<file path="src/common/iab_pkg.sv">
// Package for the instruction address breakpoint unit: layout, numbers and carriers
package iab_pkg;

	// Special register number of the breakpoint register (1010)
	localparam logic [9:0] IAB_SREG_NUM = 10'h3f2;
	localparam int IAB_SREG_NUM_W = 10;
	localparam int IAB_DATA_W = 32;

	// Field positions; register bit 0 is the MSB, so bits 0..29 sit at [31:2]
	localparam int IAB_ADDR_MSB = 31;
	localparam int IAB_ADDR_LSB = 2;
	localparam int IAB_CHECK_ON_POS = 1;
	localparam int IAB_XLATE_POS = 0;

	// Reset value: breakpoint off, nothing stored
	localparam logic [31:0] IAB_REG_RESET = 32'h0000_0000;

	// Exception vector offset of the instruction address breakpoint
	localparam logic [31:0] IAB_EXC_VECTOR = 32'h0000_1300;

	// Move-to / move-from special register request
	typedef struct packed {
		logic wr;
		logic rd;
		logic [9:0] num;
		logic [31:0] wdata;
	} iab_sreg_req_t;

	// One instruction fetch as seen by the comparator
	typedef struct packed {
		logic valid;
		logic [31:0] addr;
		logic machine_state_instr_translate;
	} iab_fetch_t;

	// Word compare: the two lowest address bits never take part
	function automatic logic iab_word_match(input logic [31:0] a, input logic [31:0] b);
		return a[IAB_ADDR_MSB:IAB_ADDR_LSB] == b[IAB_ADDR_MSB:IAB_ADDR_LSB];
	endfunction : iab_word_match

	// Decode of the special register number
	function automatic logic iab_sreg_hit(input logic [9:0] num);
		return num == IAB_SREG_NUM;
	endfunction : iab_sreg_hit

endpackage : iab_pkg

</file>
<file path="src/design/iab_compare.sv">
// Fetch address comparator for the instruction address breakpoint
`timescale 1ns/1ps
module iab_compare import iab_pkg::*; (
	// Stored breakpoint register
	input wire logic [31:0] bp_reg_i,
	// Current fetch
	input wire iab_fetch_t fetch_i,
	// Match result
	output logic hit_o
);

	logic check_on;
	logic xlate_ok;
	logic word_ok;

	// Field extraction
	assign check_on = bp_reg_i[IAB_CHECK_ON_POS];
	assign xlate_ok = bp_reg_i[IAB_XLATE_POS] == fetch_i.machine_state_instr_translate;
	assign word_ok = iab_word_match(fetch_i.addr, bp_reg_i);

	// gated compare; enable off means no hit at all
	assign hit_o = fetch_i.valid && check_on && word_ok && xlate_ok;

endmodule : iab_compare

</file>
<file path="src/design/iab_breakpoint.sv">
// Instruction address breakpoint unit: special register and fetch match exception
`timescale 1ns/1ps
module iab_breakpoint import iab_pkg::*; (
	// Clock and reset
	input wire logic MCLK_I,
	input wire logic RESET_N_I,
	// Special register access
	input wire iab_sreg_req_t SREG_REQ_I,
	input wire logic SUPERVISOR_I,
	output logic [31:0] SREG_RDATA_O,
	output logic SREG_RD_VALID_O,
	output logic SREG_PRIV_FAULT_O,
	// Instruction fetch
	input wire iab_fetch_t FETCH_I,
	// Exception request to the core
	output logic BKPT_EXC_O,
	output logic [31:0] BKPT_VECTOR_O,
	output logic [31:0] BKPT_ADDR_O
);

	logic [31:0] bp_reg;
	logic [31:0] bp_next;
	logic hit;
	logic sreg_sel;
	logic sup_wr;
	logic sup_rd;
	logic [31:0] rdata_reg;
	logic rd_valid_reg;
	logic priv_fault_reg;
	logic exc_reg;
	logic [31:0] vector_reg;
	logic [31:0] addr_reg;

	// Access decode; user-mode access to this number is refused
	assign sreg_sel = iab_sreg_hit(SREG_REQ_I.num);
	assign sup_wr = SREG_REQ_I.wr && sreg_sel && SUPERVISOR_I;
	assign sup_rd = SREG_REQ_I.rd && sreg_sel && SUPERVISOR_I;

	// Next register value
	always_comb begin
		bp_next = bp_reg;
		if (sup_wr) begin
			bp_next = SREG_REQ_I.wdata;
		end
	end

	always_ff @(posedge MCLK_I or negedge RESET_N_I) begin
		if (!RESET_N_I) begin
			bp_reg <= IAB_REG_RESET;
		end else begin
			bp_reg <= bp_next;
		end
	end

	always_ff @(posedge MCLK_I or negedge RESET_N_I) begin
		if (!RESET_N_I) begin
			rdata_reg <= 32'h0000_0000;
			rd_valid_reg <= 1'b0;
		end else begin
			rd_valid_reg <= sup_rd;
			if (sup_rd) begin
				rdata_reg <= bp_reg;
			end
		end
	end

	always_ff @(posedge MCLK_I or negedge RESET_N_I) begin
		if (!RESET_N_I) begin
			priv_fault_reg <= 1'b0;
		end else begin
			priv_fault_reg <= (SREG_REQ_I.wr || SREG_REQ_I.rd) && sreg_sel && !SUPERVISOR_I;
		end
	end

	// Compare uses the value held before a same-cycle write
	iab_compare u_compare (
		.bp_reg_i(bp_reg),
		.fetch_i(FETCH_I),
		.hit_o(hit)
	);

	// exception flagged one cycle after the fetch, ahead of execution
	always_ff @(posedge MCLK_I or negedge RESET_N_I) begin
		if (!RESET_N_I) begin
			exc_reg <= 1'b0;
			vector_reg <= 32'h0000_0000;
			addr_reg <= 32'h0000_0000;
		end else begin
			exc_reg <= hit;
			if (hit) begin
				vector_reg <= IAB_EXC_VECTOR;
				addr_reg <= FETCH_I.addr; // Instruction to be suppressed
			end
		end
	end

	// Outputs straight from flops
	assign SREG_RDATA_O = rdata_reg;
	assign SREG_RD_VALID_O = rd_valid_reg;
	assign SREG_PRIV_FAULT_O = priv_fault_reg;
	assign BKPT_EXC_O = exc_reg;
	assign BKPT_VECTOR_O = vector_reg;
	assign BKPT_ADDR_O = addr_reg;

	// Checks on the fetch compare
	property p_hit_fires;
		@(posedge MCLK_I) disable iff (!RESET_N_I)
		(FETCH_I.valid && bp_reg[IAB_CHECK_ON_POS]
			&& FETCH_I.addr[31:2] == bp_reg[31:2]
			&& FETCH_I.machine_state_instr_translate == bp_reg[IAB_XLATE_POS])
		|=> BKPT_EXC_O;
	endproperty
	a_hit_fires: assert property (p_hit_fires) else $error("match gave no exception");

	property p_word_only;
		@(posedge MCLK_I) disable iff (!RESET_N_I)
		BKPT_EXC_O |-> ($past(FETCH_I.addr[31:2]) == $past(bp_reg[31:2]) && $past(FETCH_I.valid));
	endproperty
	a_word_only: assert property (p_word_only) else $error("exception without match");

	property p_low_bits_free;
		@(posedge MCLK_I) disable iff (!RESET_N_I)
		(FETCH_I.valid && bp_reg[IAB_CHECK_ON_POS] && FETCH_I.addr[31:2] == bp_reg[31:2]
			&& FETCH_I.addr[1:0] != bp_reg[1:0]
			&& FETCH_I.machine_state_instr_translate == bp_reg[IAB_XLATE_POS])
		|=> BKPT_EXC_O;
	endproperty
	a_low_bits_free: assert property (p_low_bits_free) else $error("low bits took part");

	property p_xlate;
		@(posedge MCLK_I) disable iff (!RESET_N_I)
		BKPT_EXC_O |-> $past(FETCH_I.machine_state_instr_translate) == $past(bp_reg[IAB_XLATE_POS]);
	endproperty
	a_xlate: assert property (p_xlate) else $error("translation state mismatch on hit");

	property p_addr_reported;
		@(posedge MCLK_I) disable iff (!RESET_N_I)
		BKPT_EXC_O |-> BKPT_ADDR_O == $past(FETCH_I.addr);
	endproperty
	a_addr_reported: assert property (p_addr_reported) else $error("wrong faulting address");

	// The core reads address and vector late, so both must hold between hits
	property p_addr_held;
		@(posedge MCLK_I) disable iff (!RESET_N_I)
		!BKPT_EXC_O |-> ($stable(BKPT_ADDR_O) && $stable(BKPT_VECTOR_O));
	endproperty
	a_addr_held: assert property (p_addr_held) else $error("address moved without hit");

	property p_vector;
		@(posedge MCLK_I) disable iff (!RESET_N_I)
		BKPT_EXC_O |-> BKPT_VECTOR_O == IAB_EXC_VECTOR;
	endproperty
	a_vector: assert property (p_vector) else $error("wrong exception vector");

	// No fetch means nothing to break on, whatever the bus shows
	property p_idle_quiet;
		@(posedge MCLK_I) disable iff (!RESET_N_I)
		!FETCH_I.valid |=> !BKPT_EXC_O;
	endproperty
	a_idle_quiet: assert property (p_idle_quiet) else $error("exception without fetch");

	// Checks on the register port
	property p_sup_write;
		@(posedge MCLK_I) disable iff (!RESET_N_I)
		(SREG_REQ_I.wr && SREG_REQ_I.num == IAB_SREG_NUM && SUPERVISOR_I)
		|=> bp_reg == $past(SREG_REQ_I.wdata);
	endproperty
	a_sup_write: assert property (p_sup_write) else $error("supervisor write not stored");

	property p_user_blocked;
		@(posedge MCLK_I) disable iff (!RESET_N_I)
		(SREG_REQ_I.wr && SREG_REQ_I.num == IAB_SREG_NUM && !SUPERVISOR_I)
		|=> ($stable(bp_reg) && SREG_PRIV_FAULT_O);
	endproperty
	a_user_blocked: assert property (p_user_blocked) else $error("user write not refused");

	// A user read must leak nothing: no valid pulse, old data left in place
	property p_user_read;
		@(posedge MCLK_I) disable iff (!RESET_N_I)
		(SREG_REQ_I.rd && SREG_REQ_I.num == IAB_SREG_NUM && !SUPERVISOR_I)
		|=> (!SREG_RD_VALID_O && SREG_PRIV_FAULT_O && $stable(SREG_RDATA_O));
	endproperty
	a_user_read: assert property (p_user_read) else $error("user read answered");

	property p_sup_no_fault;
		@(posedge MCLK_I) disable iff (!RESET_N_I)
		SUPERVISOR_I |=> !SREG_PRIV_FAULT_O;
	endproperty
	a_sup_no_fault: assert property (p_sup_no_fault) else $error("fault as supervisor");

	// Other numbers belong to other registers and must leave this one alone
	property p_other_num;
		@(posedge MCLK_I) disable iff (!RESET_N_I)
		(SREG_REQ_I.wr && SREG_REQ_I.num != IAB_SREG_NUM)
		|=> $stable(bp_reg);
	endproperty
	a_other_num: assert property (p_other_num) else $error("other number stored");

	property p_read_back;
		@(posedge MCLK_I) disable iff (!RESET_N_I)
		(SREG_REQ_I.rd && SREG_REQ_I.num == IAB_SREG_NUM && SUPERVISOR_I)
		|=> (SREG_RD_VALID_O && SREG_RDATA_O == $past(bp_reg));
	endproperty
	a_read_back: assert property (p_read_back) else $error("read returned wrong value");

	property p_rdata_held;
		@(posedge MCLK_I) disable iff (!RESET_N_I)
		!SREG_RD_VALID_O |-> $stable(SREG_RDATA_O);
	endproperty
	a_rdata_held: assert property (p_rdata_held) else $error("read data moved");

	// Checks on the enable bit
	property p_disabled_quiet;
		@(posedge MCLK_I) disable iff (!RESET_N_I)
		!bp_reg[IAB_CHECK_ON_POS] |=> !BKPT_EXC_O;
	endproperty
	a_disabled_quiet: assert property (p_disabled_quiet) else $error("exception while disabled");

	property p_enable_seen;
		@(posedge MCLK_I) disable iff (!RESET_N_I)
		BKPT_EXC_O |-> $past(bp_reg[IAB_CHECK_ON_POS]);
	endproperty
	a_enable_seen: assert property (p_enable_seen) else $error("enable was clear");

endmodule : iab_breakpoint

</file>
<file path="config.mk">
export PLATFORM = sky130hd
export DESIGN_NAME = iab_breakpoint
export DESIGN_NICKNAME = d
export VERILOG_FILES = /design/src/common/iab_pkg.sv /design/src/design/iab_compare.sv /design/src/design/iab_breakpoint.sv
export SDC_FILE = /design/constraint.sdc
export NUM_CORES = 1
export LEC_CHECK = 0
export ABC_AREA = 1
export BUFFER_PORTS_ARGS = -buffer_cell sky130_fd_sc_hd__buf_2
export CORE_UTILIZATION = 50
export DETAILED_ROUTE_END_ITERATION = 7
export PLACE_DENSITY = 0.81
export SETUP_SLACK_MARGIN = 0.3
export SLEW_MARGIN = 20
export SYNTH_ARGS = -nofsm -noshare
export SYNTH_HDL_FRONTEND = slang
export SYNTH_SLANG_ARGS = --single-unit
export TNS_END_PERCENT = 100
</file>
<file path="constraint.sdc">
create_clock -name MCLK_I -period 3.32 [get_ports MCLK_I]
set_input_delay 0.664 -clock MCLK_I [delete_from_list [all_inputs] [get_ports MCLK_I]]
set_output_delay 0.664 -clock MCLK_I [all_outputs]
set_load 0.02 [all_outputs]
</file>
After elaboration in Yosys (flattened, before gate mapping)
Cells that the tools add are included.

Equality and inequality tests: 3. Reductions and logical operators: 11.

Operator list (count): $eq A30 B30 Y1 (1); $eq A10 B10 Y1 const B (1); $logic_and A1 B1 Y1 (9); $eq A1 B1 Y1 (1); $logic_not A1 Y1 (1); $logic_or A1 B1 Y1 (1).

Register bits: 100. Input port bits: 81. Output and inout bits: 99. Logic and storage cells: 21.

Longest topological paths before layout
Word-level depth: 3. Mapped depth: 12. Gate-level depth less buffers: 11.

By module
From an unflattened synthesis, not the netlist that was laid out.

Cell total of the unflattened synthesis: 641. Area total of the unflattened synthesis: 4899.7 µm².

Modules (own cells, without submodules): iab_breakpoint (times used 1, cells an instance 470, area each 4250.3 µm²); iab_compare (times used 1, cells an instance 171, area each 649.4 µm²).

Least setup slack after synthesis
OpenSTA, ideal clock, no wires.

Path type: input -> register. Start: input port SREG_REQ_I[35] (netlist bit). End: register rdata_reg[16] (netlist: SREG_RDATA_O[16]). Library setup time: 121 ps. Data arrival time: 1633 ps. Slack: 1567 ps. Stages on the path: 6. Cell sequence: or2_1 -> nor3_4 -> nand3_2 -> buf_2 -> nand2_1 -> o21ai_1.

Cells in the longest elaborated chain, start to end: 3.

Ends and longest elaborated chain: start, declared (RTL line iab_breakpoint.sv:8) `input wire iab_sreg_req_t SREG_REQ_I,`; $eq A10 B10 Y1 (RTL line iab_pkg.sv:43) `return num == IAB_SREG_NUM;`; $logic_and A1 B1 Y1 (2 in a row) (RTL line iab_breakpoint.sv:37) `assign sup_rd = SREG_REQ_I.rd && sreg_sel && SUPERVISOR_I;`; end signal, assigned (RTL line iab_breakpoint.sv:62) `rdata_reg <= bp_reg;`; end, declared (RTL line iab_breakpoint.sv:27) `logic [31:0] rdata_reg;`.

Every way passes these cells. A chain may end at the register's enable or synchronous reset.

Final worst setup path
Start: register bp_reg[25]. End: register addr_reg[24] (netlist: BKPT_ADDR_O[24]).

Cells in the longest elaborated chain, start to end: 3.

Ends and longest elaborated chain: start, declared (RTL line iab_breakpoint.sv:21) `logic [31:0] bp_reg;`; start signal, assigned (RTL line iab_breakpoint.sv:51) `bp_reg <= bp_next;`; $eq A30 B30 Y1 (RTL line iab_pkg.sv:38) `return a[IAB_ADDR_MSB:IAB_ADDR_LSB] == b[IAB_ADDR_MSB:IAB_ADDR_LSB];`; $logic_and A1 B1 Y1 (2 in a row) (RTL line iab_compare.sv:22) `assign hit_o = fetch_i.valid && check_on && word_ok && xlate_ok;`; end signal, assigned (RTL line iab_breakpoint.sv:92) `addr_reg <= FETCH_I.addr;`; end, declared (RTL line iab_breakpoint.sv:32) `logic [31:0] addr_reg;`.

Every way passes these cells.

==> impl_metrics.json <==
{
  "portBuffers": 150,
  "cts_hold_buffers": 0,
  "multi_input_comb_area_sq_um": 1630,
  "synth_top_cell_by_area": "dfrtp_1",
  "worstPathArrival_ps": 2300,
  "grt_first_pass_wirelength_mm": 18.5,
  "pin_count": 180,
  "synthDistinctLibCells": 22,
  "yosys-top-cells-count": "nand2_1, dfrtp_1, inv_1, o21ai_1, buf_4",
  "initial_core_util": 0.512,
  "fin_crit_ps": 2040,
  "drc": 2,
  "r2r-end": "BKPT_ADDR_O[24]",
  "dp_hpwl_mm": 8.40,
  "seq_area_frac_synth": 0.531,
  "clock_skew_ps": 14.0,
  "yosysTopAreaCellShare": 0.531,
  "cp-start-kind": "register",
  "setup_viol": 0,
  "required_ps": 3580,
  "num_vias": 4002,
  "syn-cell-area_sq_um": 4710,
  "clk_pin_slew_worst_paths_ps": 110,
  "p_per_area_nw_per_um2": 390,
  "drt_wl_total_mm": 11.2,
  "failed_checks": "design-rule violations",
  "place_congestion": 0.855,
  "rows": 35,
  "path_max_fanout": 34,
  "power_switching_mw": 0.553,
  "drt_iter0_markers": 215,
  "cts_made_buffers": 9,
  "regToRegStartpoint": "bp_reg[25]",
  "drive_gt1_frac": 0.252,
  "fillers": 844,
  "antenna_found_initial": 0,
  "clkLatencyLatePin_ps": 370,
  "ir_drop_mv": 0.225,
  "max_freq_mhz": 491,
  "slew_violations": 0,
  "grt_pass1_vias": 3900,
  "rsz0062_at_grt": "no",
  "worst-r2r-cell-count": 8,
  "final.setup.tns_ps": 0,
  "cts.sinks": 100,
  "cts_root_buffer": "clkbuf_8",
  "dr.pass1.iters": 7,
  "pwr-share-seq": 0.560,
  "nNetsFinal": 806,
  "postRouteAntennaNets": 0,
  "worst_pin_slew_ps": 692,
  "p_comb_frac": 0.076,
  "fp.dieArea_sq_um": 9810,
  "avgSynthCellArea_sq_um": 8.08,
  "post_cts_resized": 0,
  "n_antenna_cell": 0,
  "ys_ff_latch": 100,
  "grt_use_total": 0.242,
  "finalCritPeriodShare": 0.614,
  "grt_max_degree": 65,
  "routedWlPerCell_um": 13.3,
  "synthFlopType": "dfrtp_1",
  "cts_setup_buffers": 0,
  "die_h_um": 99.1,
  "pwr-share-clk": 0.364,
  "yosys_warnings": 0,
  "rrSetupSlack_ps": 1280,
  "synth.most_common_cell": "nand2_1",
  "cts_tree": "done",
  "path_class": "reg -> reg",
  "synth-edff-count": 0,
  "switching_share": 0.253,
  "power.internal_mw": 1.63,
  "synthTopCellsByArea": "dfrtp_1, nand2_1, inv_1, buf_4, o21ai_1",
  "maxCapViolations": 0,
  "hp-class": "in -> async",
  "slew_headroom": 0.539,
  "endpoint_kind": "register",
  "synth-async-reset-ratio": 1.00,
  "hold_viol": 0,
  "syn2layout_area_growth_pct": 18.8,
  "ctsLongestPathBuffers": 2,
  "synthCells": 583,
  "p_leak_nw": 3.37,
  "hold_ws_ps": 290,
  "htreeDepth": 3,
  "viasPerCell": 4.76,
  "core_area_sq_um": 9200,
  "chipWidth_um": 99.1,
  "run_status": "complete, but fails checks",
  "regArea_sq_um": 2500,
  "grt-ovfl-total": 0
}
worst max-delay path, cell delays in order, from the launching register on:
cell and delay (ps):
dfrtp_1 440, xnor2_1 220, nand2_1 70, nor2_1 90, nand2_1 100, nor2_4 300
nand2_2 430, nand2_1 190, nand2_1 70
worst max path at each step:
stage	start	to	slack, ps	cells after the start
3_5_place_dp	FETCH_I[10]	BKPT_ADDR_O[4]	930	9
2_1_floorplan	SREG_REQ_I[35]	SREG_RDATA_O[16]	1570	6
3_3_place_gp	SREG_REQ_I[35]	SREG_RDATA_O[17]	980	8
6_report	bp_reg[25]	BKPT_ADDR_O[24]	1280	8
5_1_grt	bp_reg[28]	BKPT_ADDR_O[12]	1060	11
4_1_cts	bp_reg[25]	BKPT_ADDR_O[24]	1290	8
through the flow:
| step | instances | instance area (sq um) | setup WS [ps] | power, mW | utilization |
|---|---|---|---|---|---|
| floorplan | 611 | 4820 | 1570 | 1.34 | - |
| global placement | 825 | 5400 | 982 | 1.41 | 0.587 |
| detailed placement | 825 | 5400 | 932 | 1.41 | 0.587 |
| global route | 841 | 5600 | 1060 | 2.26 | 0.609 |
| CTS | 841 | 5600 | 1290 | 2.19 | 0.609 |
| finish | 841 | 5600 | 1280 | 2.18 | 0.609 |
layout make-up:
cell class,instances,share of cell area
Clock inverter,7,0.0134
Timing Repair Buffer,155,0.143
Clock buffer,9,0.0221
Tap cell,111,0.0248
Inverter,86,0.0577
Multi-Input combinational cell,373,0.291
Sequential cell,100,0.447
placed cells by master (no fill, tap or decap):
| master | count |
|---|---|
| inv_1 | 81 |
| nor2_1 | 9 |
| inv_2 | 5 |
| or2_1 | 1 |
| nand3_2 | 1 |
| buf_2 | 149 |
| clkinvlp_4 | 2 |
| clkinv_2 | 2 |
| buf_12 | 1 |
| nand3_4 | 1 |
| nor3_4 | 1 |
| nand4_1 | 3 |
| nor2_4 | 2 |
| inv_6 | 1 |
| nand2_2 | 1 |
| inv_8 | 1 |
| xnor2_1 | 11 |
| o21ai_2 | 2 |
| a21oi_1 | 1 |
| nand3_1 | 33 |
| o21ai_1 | 50 |
| buf_4 | 5 |
| conb_1 | 29 |
| dfrtp_1 | 100 |
| clkbuf_8 | 9 |
| o21ai_0 | 1 |
| nand2_1 | 227 |
| bufinv_16 | 1 |
per-layer routing:
layer  vias up  track usage  wire length [um]
li1       1982            -                 -
met1      1853        0.326              5070
met2       143        0.392              5350
met3        24       0.0418               526
met4         0       0.0939               255
met5         -            0                 0
power by group through the flow:
stage | Clock (mW) | Combinational [mW] | Sequential [mW]
finish | 0.794 | 0.166 | 1.22
global route | 0.854 | 0.186 | 1.22
CTS | 0.803 | 0.167 | 1.22
detailed placement | 0 | 0.166 | 1.25
global placement | 0 | 0.164 | 1.25
floorplan | 0 | 0.0939 | 1.25
kinds of logic (layout without fill, tap and decap cells):
group / after synthesis / after routing / synth area share
AND/OR/NAND/NOR: 279 / 279 / 0.244
buffers and inverters: 138 / 257 / 0.145
flip-flops: 100 / 100 / 0.531
AO/OA/AOI/OAI: 54 / 54 / 0.0590
XOR/XNOR: 11 / 11 / 0.0205
other: 1 / 29 / 0.000796
No activity file was read; power rests on OpenSTA's default activity.
